**src/rtl/amc_pkg.sv**
```systemverilog
package amc_pkg;

  // ----------------------------------------------------------------
  // Register indices
  // ----------------------------------------------------------------
  localparam logic [6:0] AMC_IDX_LEFT_ATTENUATION = 7'h10;
  localparam logic [6:0] AMC_IDX_RIGHT_ATTENUATION = 7'h11;
  localparam logic [6:0] AMC_IDX_FORMAT_DEEMPH_MUTE_CTRL = 7'h12;
  localparam logic [6:0] AMC_IDX_OUTPUT_FILTER_CTRL = 7'h13;
  localparam logic [6:0] AMC_IDX_SYSTEM_MODE_CTRL = 7'h14;
  localparam logic [6:0] AMC_IDX_ZERO_OUTPUT_CTRL = 7'h15;
  localparam logic [6:0] AMC_IDX_ZERO_FLAG_STATUS = 7'h16;

  // ----------------------------------------------------------------
  // Reset values
  // ----------------------------------------------------------------
  localparam logic [7:0] AMC_RST_ATTENUATION = 8'hff;
  localparam logic [7:0] AMC_RST_FORMAT_DEEMPH_MUTE_CTRL = 8'h50;
  localparam logic [7:0] AMC_RST_OUTPUT_FILTER_CTRL = 8'h00;
  localparam logic [7:0] AMC_RST_SYSTEM_MODE_CTRL = 8'h00;
  localparam logic [7:0] AMC_RST_ZERO_OUTPUT_CTRL = 8'h01;

  // ----------------------------------------------------------------
  // Writable bits of the system mode and zero output registers; the rest are reserved
  // ----------------------------------------------------------------
  localparam logic [7:0] AMC_MASK_SYSTEM_MODE_CTRL = 8'h7f;
  localparam logic [7:0] AMC_MASK_ZERO_OUTPUT_CTRL = 8'h07;

  // ----------------------------------------------------------------
  // Field positions
  // ----------------------------------------------------------------
  localparam int AMC_POS_ATTEN_LOAD_ENABLE = 7;
  localparam int AMC_POS_INPUT_FORMAT_SELECT = 4;
  localparam int AMC_POS_DEEMPH_RATE_SELECT = 2;
  localparam int AMC_POS_DEEMPH_ENABLE = 1;
  localparam int AMC_POS_SOFT_MUTE = 0;
  localparam int AMC_POS_PHASE_REVERSE = 7;
  localparam int AMC_POS_ATTEN_SPEED_SELECT = 5;
  localparam int AMC_POS_CONVERTER_OPERATION_CTRL = 4;
  localparam int AMC_POS_ZERO_PIN_FUNCTION_SELECT = 3;
  localparam int AMC_POS_BYPASS_STEREO_SELECT = 2;
  localparam int AMC_POS_ROLLOFF_SELECT = 1;
  localparam int AMC_POS_INFINITE_ZERO_MUTE_ENABLE = 0;
  localparam int AMC_POS_SOFT_SYSTEM_RESET = 6;
  localparam int AMC_POS_BITSTREAM_MODE = 5;
  localparam int AMC_POS_FILTER_BYPASS_ENABLE = 4;
  localparam int AMC_POS_MONO_MODE = 3;
  localparam int AMC_POS_MONO_CHANNEL_SELECT = 2;
  localparam int AMC_POS_OVERSAMPLE_RATE_SELECT = 0;
  localparam int AMC_POS_BITSTREAM_ZERO_OUT_ENABLE = 1;
  localparam int AMC_POS_PCM_ZERO_OUT_ENABLE = 0;
  localparam int AMC_POS_RIGHT_ZERO_FLAG = 1;
  localparam int AMC_POS_LEFT_ZERO_FLAG = 0;

  // ----------------------------------------------------------------
  // Attenuation codes and soft mute ramp
  // ----------------------------------------------------------------
  localparam logic [7:0] AMC_ATTEN_MUTE_MAX_CODE = 8'h0e;
  localparam logic [7:0] AMC_ATTEN_FULL_SCALE = 8'hff;
  localparam logic [7:0] AMC_RAMP_MUTED_LEVEL = 8'h00;

  // ----------------------------------------------------------------
  // Types
  // ----------------------------------------------------------------
  typedef enum logic [2:0] {
    AMC_FMT_RJ16 = 3'h0,
    AMC_FMT_RJ20 = 3'h1,
    AMC_FMT_RJ24 = 3'h2,
    AMC_FMT_LJ24 = 3'h3,
    AMC_FMT_I2S16 = 3'h4,
    AMC_FMT_I2S24 = 3'h5,
    AMC_FMT_RSV6 = 3'h6,
    AMC_FMT_RSV7 = 3'h7
  } amc_format_type;

  typedef struct packed {
    logic [7:0] code;
    logic [7:0] half_db;
    logic muted;
  } amc_atten_type;

  typedef struct packed {
    amc_format_type input_format_select;
    logic format_reserved;
    logic [1:0] deemph_rate_select;
    logic [1:0] fir_performance_select;
    logic deemph_enable;
    logic soft_mute;
    logic phase_reverse;
    logic [1:0] atten_speed_select;
    logic converter_operation_ctrl;
    logic zero_pin_function_select;
    logic bypass_stereo_select;
    logic rolloff_select;
    logic infinite_zero_mute_enable;
    logic bitstream_mode;
    logic filter_bypass_enable;
    logic mono_mode;
    logic mono_channel_select;
    logic [1:0] oversample_rate_select;
    logic [1:0] fir_rate_select;
    logic pcm_zero_out_enable;
    logic [1:0] bitstream_zero_out_enable;
  } amc_mode_type;

  typedef enum logic [2:0] {
    AMC_RAMP_HOLD = 3'b001,
    AMC_RAMP_DOWN = 3'b010,
    AMC_RAMP_UP = 3'b100
  } amc_ramp_state_type;

endpackage

```
**src/rtl/amc_mode_control_bank.sv**
```systemverilog
module amc_mode_control_bank
  import amc_pkg::*;
(
  input wire logic core_clk,
  input wire logic rstn,
  input wire logic reg_wr_en,
  input wire logic reg_rd_en,
  input wire logic [6:0] reg_index,
  input wire logic [7:0] reg_wdata,
  output logic [7:0] reg_rdata,
  input wire logic sample_tick,
  input wire logic left_zero_detect,
  input wire logic right_zero_detect,
  output amc_mode_type mode_out,
  output amc_atten_type left_atten_out,
  output amc_atten_type right_atten_out,
  output logic soft_reset_pulse
);

  // ----------------------------------------------------------------
  // Helpers
  // ----------------------------------------------------------------
  function automatic amc_atten_type atten_decode(input logic [7:0] code);
    amc_atten_type res;
    res.code = code;
    res.muted = (code <= AMC_ATTEN_MUTE_MAX_CODE);
    res.half_db = AMC_ATTEN_FULL_SCALE - code;
    return res;
  endfunction

  function automatic logic [7:0] min8(input logic [7:0] a, input logic [7:0] b);
    return (a < b) ? a : b;
  endfunction

  // ----------------------------------------------------------------
  // Register file
  // ----------------------------------------------------------------
  logic [7:0] left_atten_level_reg;
  logic [7:0] left_atten_level_next;
  logic [7:0] right_atten_level_reg;
  logic [7:0] right_atten_level_next;
  logic [7:0] format_deemph_mute_ctrl_reg;
  logic [7:0] format_deemph_mute_ctrl_next;
  logic [7:0] output_filter_ctrl_reg;
  logic [7:0] output_filter_ctrl_next;
  logic [7:0] system_mode_ctrl_reg;
  logic [7:0] system_mode_ctrl_next;
  logic [7:0] zero_output_ctrl_reg;
  logic [7:0] zero_output_ctrl_next;
  logic [7:0] zero_flag_status_reg;
  logic [7:0] zero_flag_status_next;
  logic [7:0] applied_left_reg;
  logic [7:0] applied_left_next;
  logic [7:0] applied_right_reg;
  logic [7:0] applied_right_next;
  logic [7:0] reg_rdata_next;
  logic soft_reset_pulse_reg;
  logic soft_reset_pulse_next;
  logic atten_load_enable;
  logic soft_reset_req;

  assign atten_load_enable = format_deemph_mute_ctrl_reg[AMC_POS_ATTEN_LOAD_ENABLE];
  // A write of the soft reset bit restores every setting at once; the bit itself reads back as normal operation.
  assign soft_reset_req = reg_wr_en && (reg_index == AMC_IDX_SYSTEM_MODE_CTRL)
    && reg_wdata[AMC_POS_SOFT_SYSTEM_RESET];

  always_comb begin
    left_atten_level_next = left_atten_level_reg;
    right_atten_level_next = right_atten_level_reg;
    format_deemph_mute_ctrl_next = format_deemph_mute_ctrl_reg;
    output_filter_ctrl_next = output_filter_ctrl_reg;
    system_mode_ctrl_next = system_mode_ctrl_reg;
    zero_output_ctrl_next = zero_output_ctrl_reg;
    applied_left_next = applied_left_reg;
    applied_right_next = applied_right_reg;
    soft_reset_pulse_next = 1'b0;
    if (soft_reset_req) begin
      left_atten_level_next = AMC_RST_ATTENUATION;
      right_atten_level_next = AMC_RST_ATTENUATION;
      format_deemph_mute_ctrl_next = AMC_RST_FORMAT_DEEMPH_MUTE_CTRL;
      output_filter_ctrl_next = AMC_RST_OUTPUT_FILTER_CTRL;
      system_mode_ctrl_next = AMC_RST_SYSTEM_MODE_CTRL;
      zero_output_ctrl_next = AMC_RST_ZERO_OUTPUT_CTRL;
      applied_left_next = AMC_RST_ATTENUATION;
      applied_right_next = AMC_RST_ATTENUATION;
      soft_reset_pulse_next = 1'b1;
    end else if (reg_wr_en) begin
      unique case (reg_index)
        AMC_IDX_LEFT_ATTENUATION: begin
          left_atten_level_next = reg_wdata;
          if (atten_load_enable) begin
            applied_left_next = reg_wdata;
          end
        end
        AMC_IDX_RIGHT_ATTENUATION: begin
          right_atten_level_next = reg_wdata;
          if (atten_load_enable) begin
            applied_right_next = reg_wdata;
          end
        end
        AMC_IDX_FORMAT_DEEMPH_MUTE_CTRL: begin
          format_deemph_mute_ctrl_next = reg_wdata;
        end
        AMC_IDX_OUTPUT_FILTER_CTRL: begin
          output_filter_ctrl_next = reg_wdata;
        end
        AMC_IDX_SYSTEM_MODE_CTRL: begin
          system_mode_ctrl_next = reg_wdata & AMC_MASK_SYSTEM_MODE_CTRL;
        end
        AMC_IDX_ZERO_OUTPUT_CTRL: begin
          zero_output_ctrl_next = reg_wdata & AMC_MASK_ZERO_OUTPUT_CTRL;
        end
        default: begin
          // The zero flag register and unmapped indices ignore writes.
          left_atten_level_next = left_atten_level_reg;
        end
      endcase
    end
  end

  always_comb begin
    zero_flag_status_next = 8'h00;
    zero_flag_status_next[AMC_POS_LEFT_ZERO_FLAG] = left_zero_detect;
    zero_flag_status_next[AMC_POS_RIGHT_ZERO_FLAG] = right_zero_detect;
  end

  always_comb begin
    reg_rdata_next = reg_rdata;
    if (reg_rd_en) begin
      unique case (reg_index)
        AMC_IDX_LEFT_ATTENUATION: reg_rdata_next = left_atten_level_reg;
        AMC_IDX_RIGHT_ATTENUATION: reg_rdata_next = right_atten_level_reg;
        AMC_IDX_FORMAT_DEEMPH_MUTE_CTRL: reg_rdata_next = format_deemph_mute_ctrl_reg;
        AMC_IDX_OUTPUT_FILTER_CTRL: reg_rdata_next = output_filter_ctrl_reg;
        AMC_IDX_SYSTEM_MODE_CTRL: reg_rdata_next = system_mode_ctrl_reg;
        AMC_IDX_ZERO_OUTPUT_CTRL: reg_rdata_next = zero_output_ctrl_reg;
        AMC_IDX_ZERO_FLAG_STATUS: reg_rdata_next = zero_flag_status_reg;
        default: reg_rdata_next = 8'h00;
      endcase
    end
  end

  always_ff @(posedge core_clk) begin
    if (!rstn) begin
      left_atten_level_reg <= AMC_RST_ATTENUATION;
      right_atten_level_reg <= AMC_RST_ATTENUATION;
      format_deemph_mute_ctrl_reg <= AMC_RST_FORMAT_DEEMPH_MUTE_CTRL;
      output_filter_ctrl_reg <= AMC_RST_OUTPUT_FILTER_CTRL;
      system_mode_ctrl_reg <= AMC_RST_SYSTEM_MODE_CTRL;
      zero_output_ctrl_reg <= AMC_RST_ZERO_OUTPUT_CTRL;
      zero_flag_status_reg <= 8'h00;
      applied_left_reg <= AMC_RST_ATTENUATION;
      applied_right_reg <= AMC_RST_ATTENUATION;
      reg_rdata <= 8'h00;
      soft_reset_pulse_reg <= 1'b0;
    end else begin
      left_atten_level_reg <= left_atten_level_next;
      right_atten_level_reg <= right_atten_level_next;
      format_deemph_mute_ctrl_reg <= format_deemph_mute_ctrl_next;
      output_filter_ctrl_reg <= output_filter_ctrl_next;
      system_mode_ctrl_reg <= system_mode_ctrl_next;
      zero_output_ctrl_reg <= zero_output_ctrl_next;
      zero_flag_status_reg <= zero_flag_status_next;
      applied_left_reg <= applied_left_next;
      applied_right_reg <= applied_right_next;
      reg_rdata <= reg_rdata_next;
      soft_reset_pulse_reg <= soft_reset_pulse_next;
    end
  end

  assign soft_reset_pulse = soft_reset_pulse_reg;

  // ----------------------------------------------------------------
  // Mode outputs
  // ----------------------------------------------------------------
  amc_mode_type mode_next;
  amc_mode_type mode_reg;

  always_comb begin
    mode_next.input_format_select = amc_format_type'(
      format_deemph_mute_ctrl_reg[AMC_POS_INPUT_FORMAT_SELECT +: 3]);
    mode_next.format_reserved = format_deemph_mute_ctrl_reg[AMC_POS_INPUT_FORMAT_SELECT + 2]
      && format_deemph_mute_ctrl_reg[AMC_POS_INPUT_FORMAT_SELECT + 1];
    mode_next.bitstream_mode = system_mode_ctrl_reg[AMC_POS_BITSTREAM_MODE];
    // The shared two-bit fields are steered to one meaning or the other so downstream never sees both.
    mode_next.deemph_rate_select = mode_next.bitstream_mode ? 2'h0
      : format_deemph_mute_ctrl_reg[AMC_POS_DEEMPH_RATE_SELECT +: 2];
    mode_next.fir_performance_select = mode_next.bitstream_mode
      ? format_deemph_mute_ctrl_reg[AMC_POS_DEEMPH_RATE_SELECT +: 2] : 2'h0;
    mode_next.deemph_enable = format_deemph_mute_ctrl_reg[AMC_POS_DEEMPH_ENABLE];
    mode_next.soft_mute = format_deemph_mute_ctrl_reg[AMC_POS_SOFT_MUTE];
    mode_next.phase_reverse = output_filter_ctrl_reg[AMC_POS_PHASE_REVERSE];
    mode_next.atten_speed_select = output_filter_ctrl_reg[AMC_POS_ATTEN_SPEED_SELECT +: 2];
    mode_next.converter_operation_ctrl = output_filter_ctrl_reg[AMC_POS_CONVERTER_OPERATION_CTRL];
    mode_next.zero_pin_function_select = output_filter_ctrl_reg[AMC_POS_ZERO_PIN_FUNCTION_SELECT];
    mode_next.bypass_stereo_select = output_filter_ctrl_reg[AMC_POS_BYPASS_STEREO_SELECT];
    mode_next.rolloff_select = output_filter_ctrl_reg[AMC_POS_ROLLOFF_SELECT];
    mode_next.infinite_zero_mute_enable = output_filter_ctrl_reg[AMC_POS_INFINITE_ZERO_MUTE_ENABLE];
    mode_next.filter_bypass_enable = system_mode_ctrl_reg[AMC_POS_FILTER_BYPASS_ENABLE];
    mode_next.mono_mode = system_mode_ctrl_reg[AMC_POS_MONO_MODE];
    mode_next.mono_channel_select = system_mode_ctrl_reg[AMC_POS_MONO_CHANNEL_SELECT];
    mode_next.oversample_rate_select = mode_next.bitstream_mode ? 2'h0
      : system_mode_ctrl_reg[AMC_POS_OVERSAMPLE_RATE_SELECT +: 2];
    mode_next.fir_rate_select = mode_next.bitstream_mode
      ? system_mode_ctrl_reg[AMC_POS_OVERSAMPLE_RATE_SELECT +: 2] : 2'h0;
    mode_next.pcm_zero_out_enable = zero_output_ctrl_reg[AMC_POS_PCM_ZERO_OUT_ENABLE];
    mode_next.bitstream_zero_out_enable = zero_output_ctrl_reg[AMC_POS_BITSTREAM_ZERO_OUT_ENABLE +: 2];
  end

  // ----------------------------------------------------------------
  // Soft mute ramp
  // ----------------------------------------------------------------
  amc_ramp_state_type ramp_state_reg;
  amc_ramp_state_type ramp_state_next;
  logic [7:0] ramp_level_reg;
  logic [7:0] ramp_level_next;
  logic [2:0] ramp_div_reg;
  logic [2:0] ramp_div_next;
  logic [2:0] ramp_div_limit;
  logic ramp_step;
  amc_atten_type left_atten_next;
  amc_atten_type right_atten_next;

  // A step every 1, 2, 4 or 8 sample ticks.
  assign ramp_div_limit = 3'((4'h1 << mode_reg.atten_speed_select) - 4'h1);
  assign ramp_step = sample_tick && (ramp_div_reg >= ramp_div_limit);

  always_comb begin
    ramp_state_next = ramp_state_reg;
    ramp_level_next = ramp_level_reg;
    ramp_div_next = ramp_div_reg;
    if (sample_tick) begin
      ramp_div_next = ramp_step ? 3'h0 : 3'(ramp_div_reg + 3'h1);
    end
    unique case (ramp_state_reg)
      AMC_RAMP_HOLD: begin
        if (mode_reg.soft_mute && (ramp_level_reg != AMC_RAMP_MUTED_LEVEL)) begin
          ramp_state_next = AMC_RAMP_DOWN;
        end else if (!mode_reg.soft_mute && (ramp_level_reg != AMC_ATTEN_FULL_SCALE)) begin
          ramp_state_next = AMC_RAMP_UP;
        end
      end
      AMC_RAMP_DOWN: begin
        if (!mode_reg.soft_mute) begin
          ramp_state_next = AMC_RAMP_UP;
        end else if (ramp_step) begin
          ramp_level_next = 8'(ramp_level_reg - 8'h01);
          if (ramp_level_reg == 8'h01) begin
            ramp_state_next = AMC_RAMP_HOLD;
          end
        end
      end
      AMC_RAMP_UP: begin
        if (mode_reg.soft_mute) begin
          ramp_state_next = AMC_RAMP_DOWN;
        end else if (ramp_step) begin
          ramp_level_next = 8'(ramp_level_reg + 8'h01);
          if (ramp_level_reg == 8'hfe) begin
            ramp_state_next = AMC_RAMP_HOLD;
          end
        end
      end
      default: begin
        ramp_state_next = AMC_RAMP_HOLD;
      end
    endcase
    // The ramp is a ceiling on the applied code, so a muted channel always reaches the mute codes.
    left_atten_next = atten_decode(min8(applied_left_reg, ramp_level_reg));
    right_atten_next = atten_decode(min8(applied_right_reg, ramp_level_reg));
  end

  always_ff @(posedge core_clk) begin
    if (!rstn) begin
      ramp_state_reg <= AMC_RAMP_HOLD;
      ramp_level_reg <= AMC_ATTEN_FULL_SCALE;
      ramp_div_reg <= 3'h0;
      mode_reg <= '0;
      left_atten_out <= '0;
      right_atten_out <= '0;
    end else begin
      ramp_state_reg <= ramp_state_next;
      ramp_level_reg <= ramp_level_next;
      ramp_div_reg <= ramp_div_next;
      mode_reg <= mode_next;
      left_atten_out <= left_atten_next;
      right_atten_out <= right_atten_next;
    end
  end

  assign mode_out = mode_reg;

endmodule

```
**config.mk**
```make
export PLATFORM = sky130hd
export DESIGN_NAME = amc_mode_control_bank
export DESIGN_NICKNAME = d
export VERILOG_FILES = /design/src/rtl/amc_pkg.sv /design/src/rtl/amc_mode_control_bank.sv
export SDC_FILE = /design/constraint.sdc
export NUM_CORES = 1
export LEC_CHECK = 0
export BUFFER_PORTS_ARGS = -buffer_cell sky130_fd_sc_hd__buf_2
export CAP_MARGIN = 40
export CORE_UTILIZATION = 55
export CTS_CLUSTER_DIAMETER = 30
export DETAILED_ROUTE_END_ITERATION = 8
export PLACE_DENSITY = 0.76
export SLEW_MARGIN = 5
export SYNTH_ARGS = -nofsm -noshare
export SYNTH_HDL_FRONTEND = slang
export SYNTH_SLANG_ARGS = --single-unit
export TNS_END_PERCENT = 50
```
**constraint.sdc**
```tcl
create_clock -name core_clk -period 3.12 [get_ports core_clk]
set_input_delay 0.624 -clock core_clk [delete_from_list [all_inputs] [get_ports core_clk]]
set_output_delay 0.624 -clock core_clk [all_outputs]
set_load 0.03 [all_outputs]
```
==> summary.md <==
| Metric | Value |
|---|---|
| Congestion Overflow GR | `0` |
| Worst Hold Class | `input pin to flip-flop` |
| Post-cts hold buffer count | `0` |
| Most common cell in the netlist | `dfxtp_1` |
| FF+latch area | `2923 µm²` |
| PostCTS Resize Cnt | `0` |
| Worst-path maximum fanout | `7` |
| Final net count | `780` |
| CP required | `3370 ps` |
| Top_reg_cell synth | `dfxtp_1` |
| Min Hold Slack | `412.1 ps` |
| Post-synth EDFFs | `0` |
| Full die area | `11,800 µm²` |
| Cell variety after synth | `58` |
| Ranking of synthesized cells by area | `dfxtp_1 (47%), mux2i_1 (13%), nand2_1 (5.3%)` |
| Multi-input gate area | `3102 µm²` |
| Max reg flops | `29` |
| Root buffer cell | `clkbuf_16` |
| RSZ-0062 raised after global routing | `false` |
| Rel. slew slack | `53.99%` |
| Sum Neg Setup Slack | `0 ps` |
| Cell taking the most area after synthesis | `dfxtp_1` |
| Crit share post-route | `78.44%` |
| CTS HTree Levels | `4` |
| Avg WL per Cell | `17.27 µm` |
| Critical Setup Path Class | `flip-flop to flip-flop` |
| Crit end category | `flip-flop` |
| Clock skew | `6.271 ps` |
| Largest net degree at the start of global routing | `65` |
| Final WL | `15,320 µm` |
| Fill cell count | `886` |
| Worst skew pair latency | `410 ps` |
| Worst Path Arrival | `2700 ps` |
| Area grow syn2layout | `18.43%` |
| Routed via count | `5,128` |
| Vias per cell | `5.781` |
| Power per Cell Area | `536.1 nW/µm²` |
| Most frequent cells after synthesis | `dfxtp_1 (146), nand2_1 (88), mux2i_1 (79)` |
| Post-DP HPWL | `10,710 µm` |
| Worst hold path depth | `2` |
| CTS tree | `yes` |
| Net Count, Synth | `697` |
| DRC viols | `0` |
| Share of cells above drive strength 1 | `20.62%` |
| Synth Register Bits | `146` |
| CTS sink cnt | `146` |
| Placement Rows | `38` |
| Maximum VDD drop | `334.5 µV` |
| First-pass GRT wire length | `24,380 µm` |
| Num CTS Buffers | `17` |
| DRT iter0 DRCs | `348` |
| Finished Cell Area | `7403 µm²` |
| Number of hold violations in the final report | `0` |
| Cells on worst reg2reg path | `7` |
| Post-route ant nets | `0` |
| Top-Level Pins | `94` |
| Syn_area_per_cell | `9.587 µm²` |
| Final setup viols | `0` |
| N_diodes | `0` |
| Final core utilization | `67.70%` |
| Drt first pass iters | `6` |
| Cell leakage power | `0.003501 µW` |
| Slew @ Worst Pin | `687.6 ps` |
| Die extent in y | `108.6 µm` |
| MaxCap Viol Count | `0` |
| CTS Buffer Depth | `2` |
| Clock period minus worst slack | `2447 ps` |
| Status | `finished clean` |
| Core Region | `10,940 µm²` |
| Sequential element share of the synthesized area | `46.76%` |
| Fmax | `408.6 MHz` |
| Gr usage total | `27.32%` |
| Type of origin of the critical path | `flip-flop` |
| Placer Congestion | `0.9452` |
| Number of global-route vias before repair | `4,823` |
| Port Buf Inserts | `93` |
| Ys Warns | `0` |
| Clk pin slew, worst setup/hold paths | `60 ps` |
| Number of setup buffers added after CTS | `0` |
| Final worst slack | `672.7 ps` |
| Initial antenna violation count | `0` |
| Share of Yosys cell area claimed by the top area cell type | `46.76%` |
| Placed cell areas | `6850 µm²` |
| Slew Limit Fails | `0` |
| Die W | `108.6 µm` |
| Share of async-settable or async-resettable flops after synthesis | `0%` |
| Dpl ws | `502.1 ps` |
| Synth Cell Area | `6251 µm²` |
| Initial Util | `57.16%` |
| Mapped Cells | `652` |
area by class of cell:
class	count	share of cell area [%]
inverters	12	0.6084
well taps	140	2.366
clock inverters	12	1.487
multi-input cells	449	41.90
flip-flops and latches	146	39.48
clock buffers	19	5.983
repair buffers	109	8.180
worst paths after layout:
check | from | end | slack [ps]
hold / removal | right_zero_detect | zero_flag_status_reg[1] | 410
hold reg to reg | reg_rdata[1] | reg_rdata[1] | 460
setup / recovery | mode_out[16] | ramp_state_reg[0] | 670
setup reg to reg | mode_out[16] | ramp_state_reg[0] | 670
layout by cell type (no fill, tap or decap), drive strengths merged, types with 7 or more instances in the layout:
cell	synthesis	final
mux2i	79	79
a21oi	7	7
and3	9	9
nor2b	8	8
and2	26	26
inv	12	14
nor2	36	36
nand2b	21	21
o21ai	7	7
mux2	9	9
buf	14	109
nand3	37	37
nand2	88	88
nand4	11	11
a22oi	7	7
dfxtp	146	146
clkbuf	31	19
ha	23	23
kinds of logic after synthesis:
family | synth area share (%)
simple gates | 21.32
flops | 46.76
mux | 14.63
compound gates | 8.127
buf+inv | 3.723
fa+ha+maj | 4.604
xor+xnor | 0.8407
critical path, cell delays in order, from the launching register on:
cell      delay (ps)
dfxtp_1          320
or2_2            300
ha_1             260
nand2b_1         140
a31oi_1          530
nor2_1           140
a311oi_1         410
o311ai_0         190
metrics by stage:
| step | std cells | power (µW) |
|---|---|---|
| global placement | 855 | 2110 |
| finish | 887 | 3969 |
| detailed placement | 856 | 2119 |
| global route | 887 | 4098 |
| CTS | 887 | 3997 |
| floorplan | 652 | 2050 |
where the power goes:
| part | switching (µW) | total (µW) | internal [µW] | leakage (µW) |
|---|---|---|---|---|
| sequential | 4.73 | 1890 | 1880 | 0.00119 |
| combinational | 134 | 195 | 60.7 | 0.00205 |
| clock | 774 | 1890 | 1110 | 0.000262 |
per-layer routing:
metal  wire [µm]  vias to the layer above  global-route usage (%)
li1            -                     2434                       -
met1        6473                     2434                   34.44
met3         976                       32                   6.276
met4         388                        0                   12.93
met2        7483                      228                   44.21
met5           0                        -                       0
(Power assumes the default switching activity.)
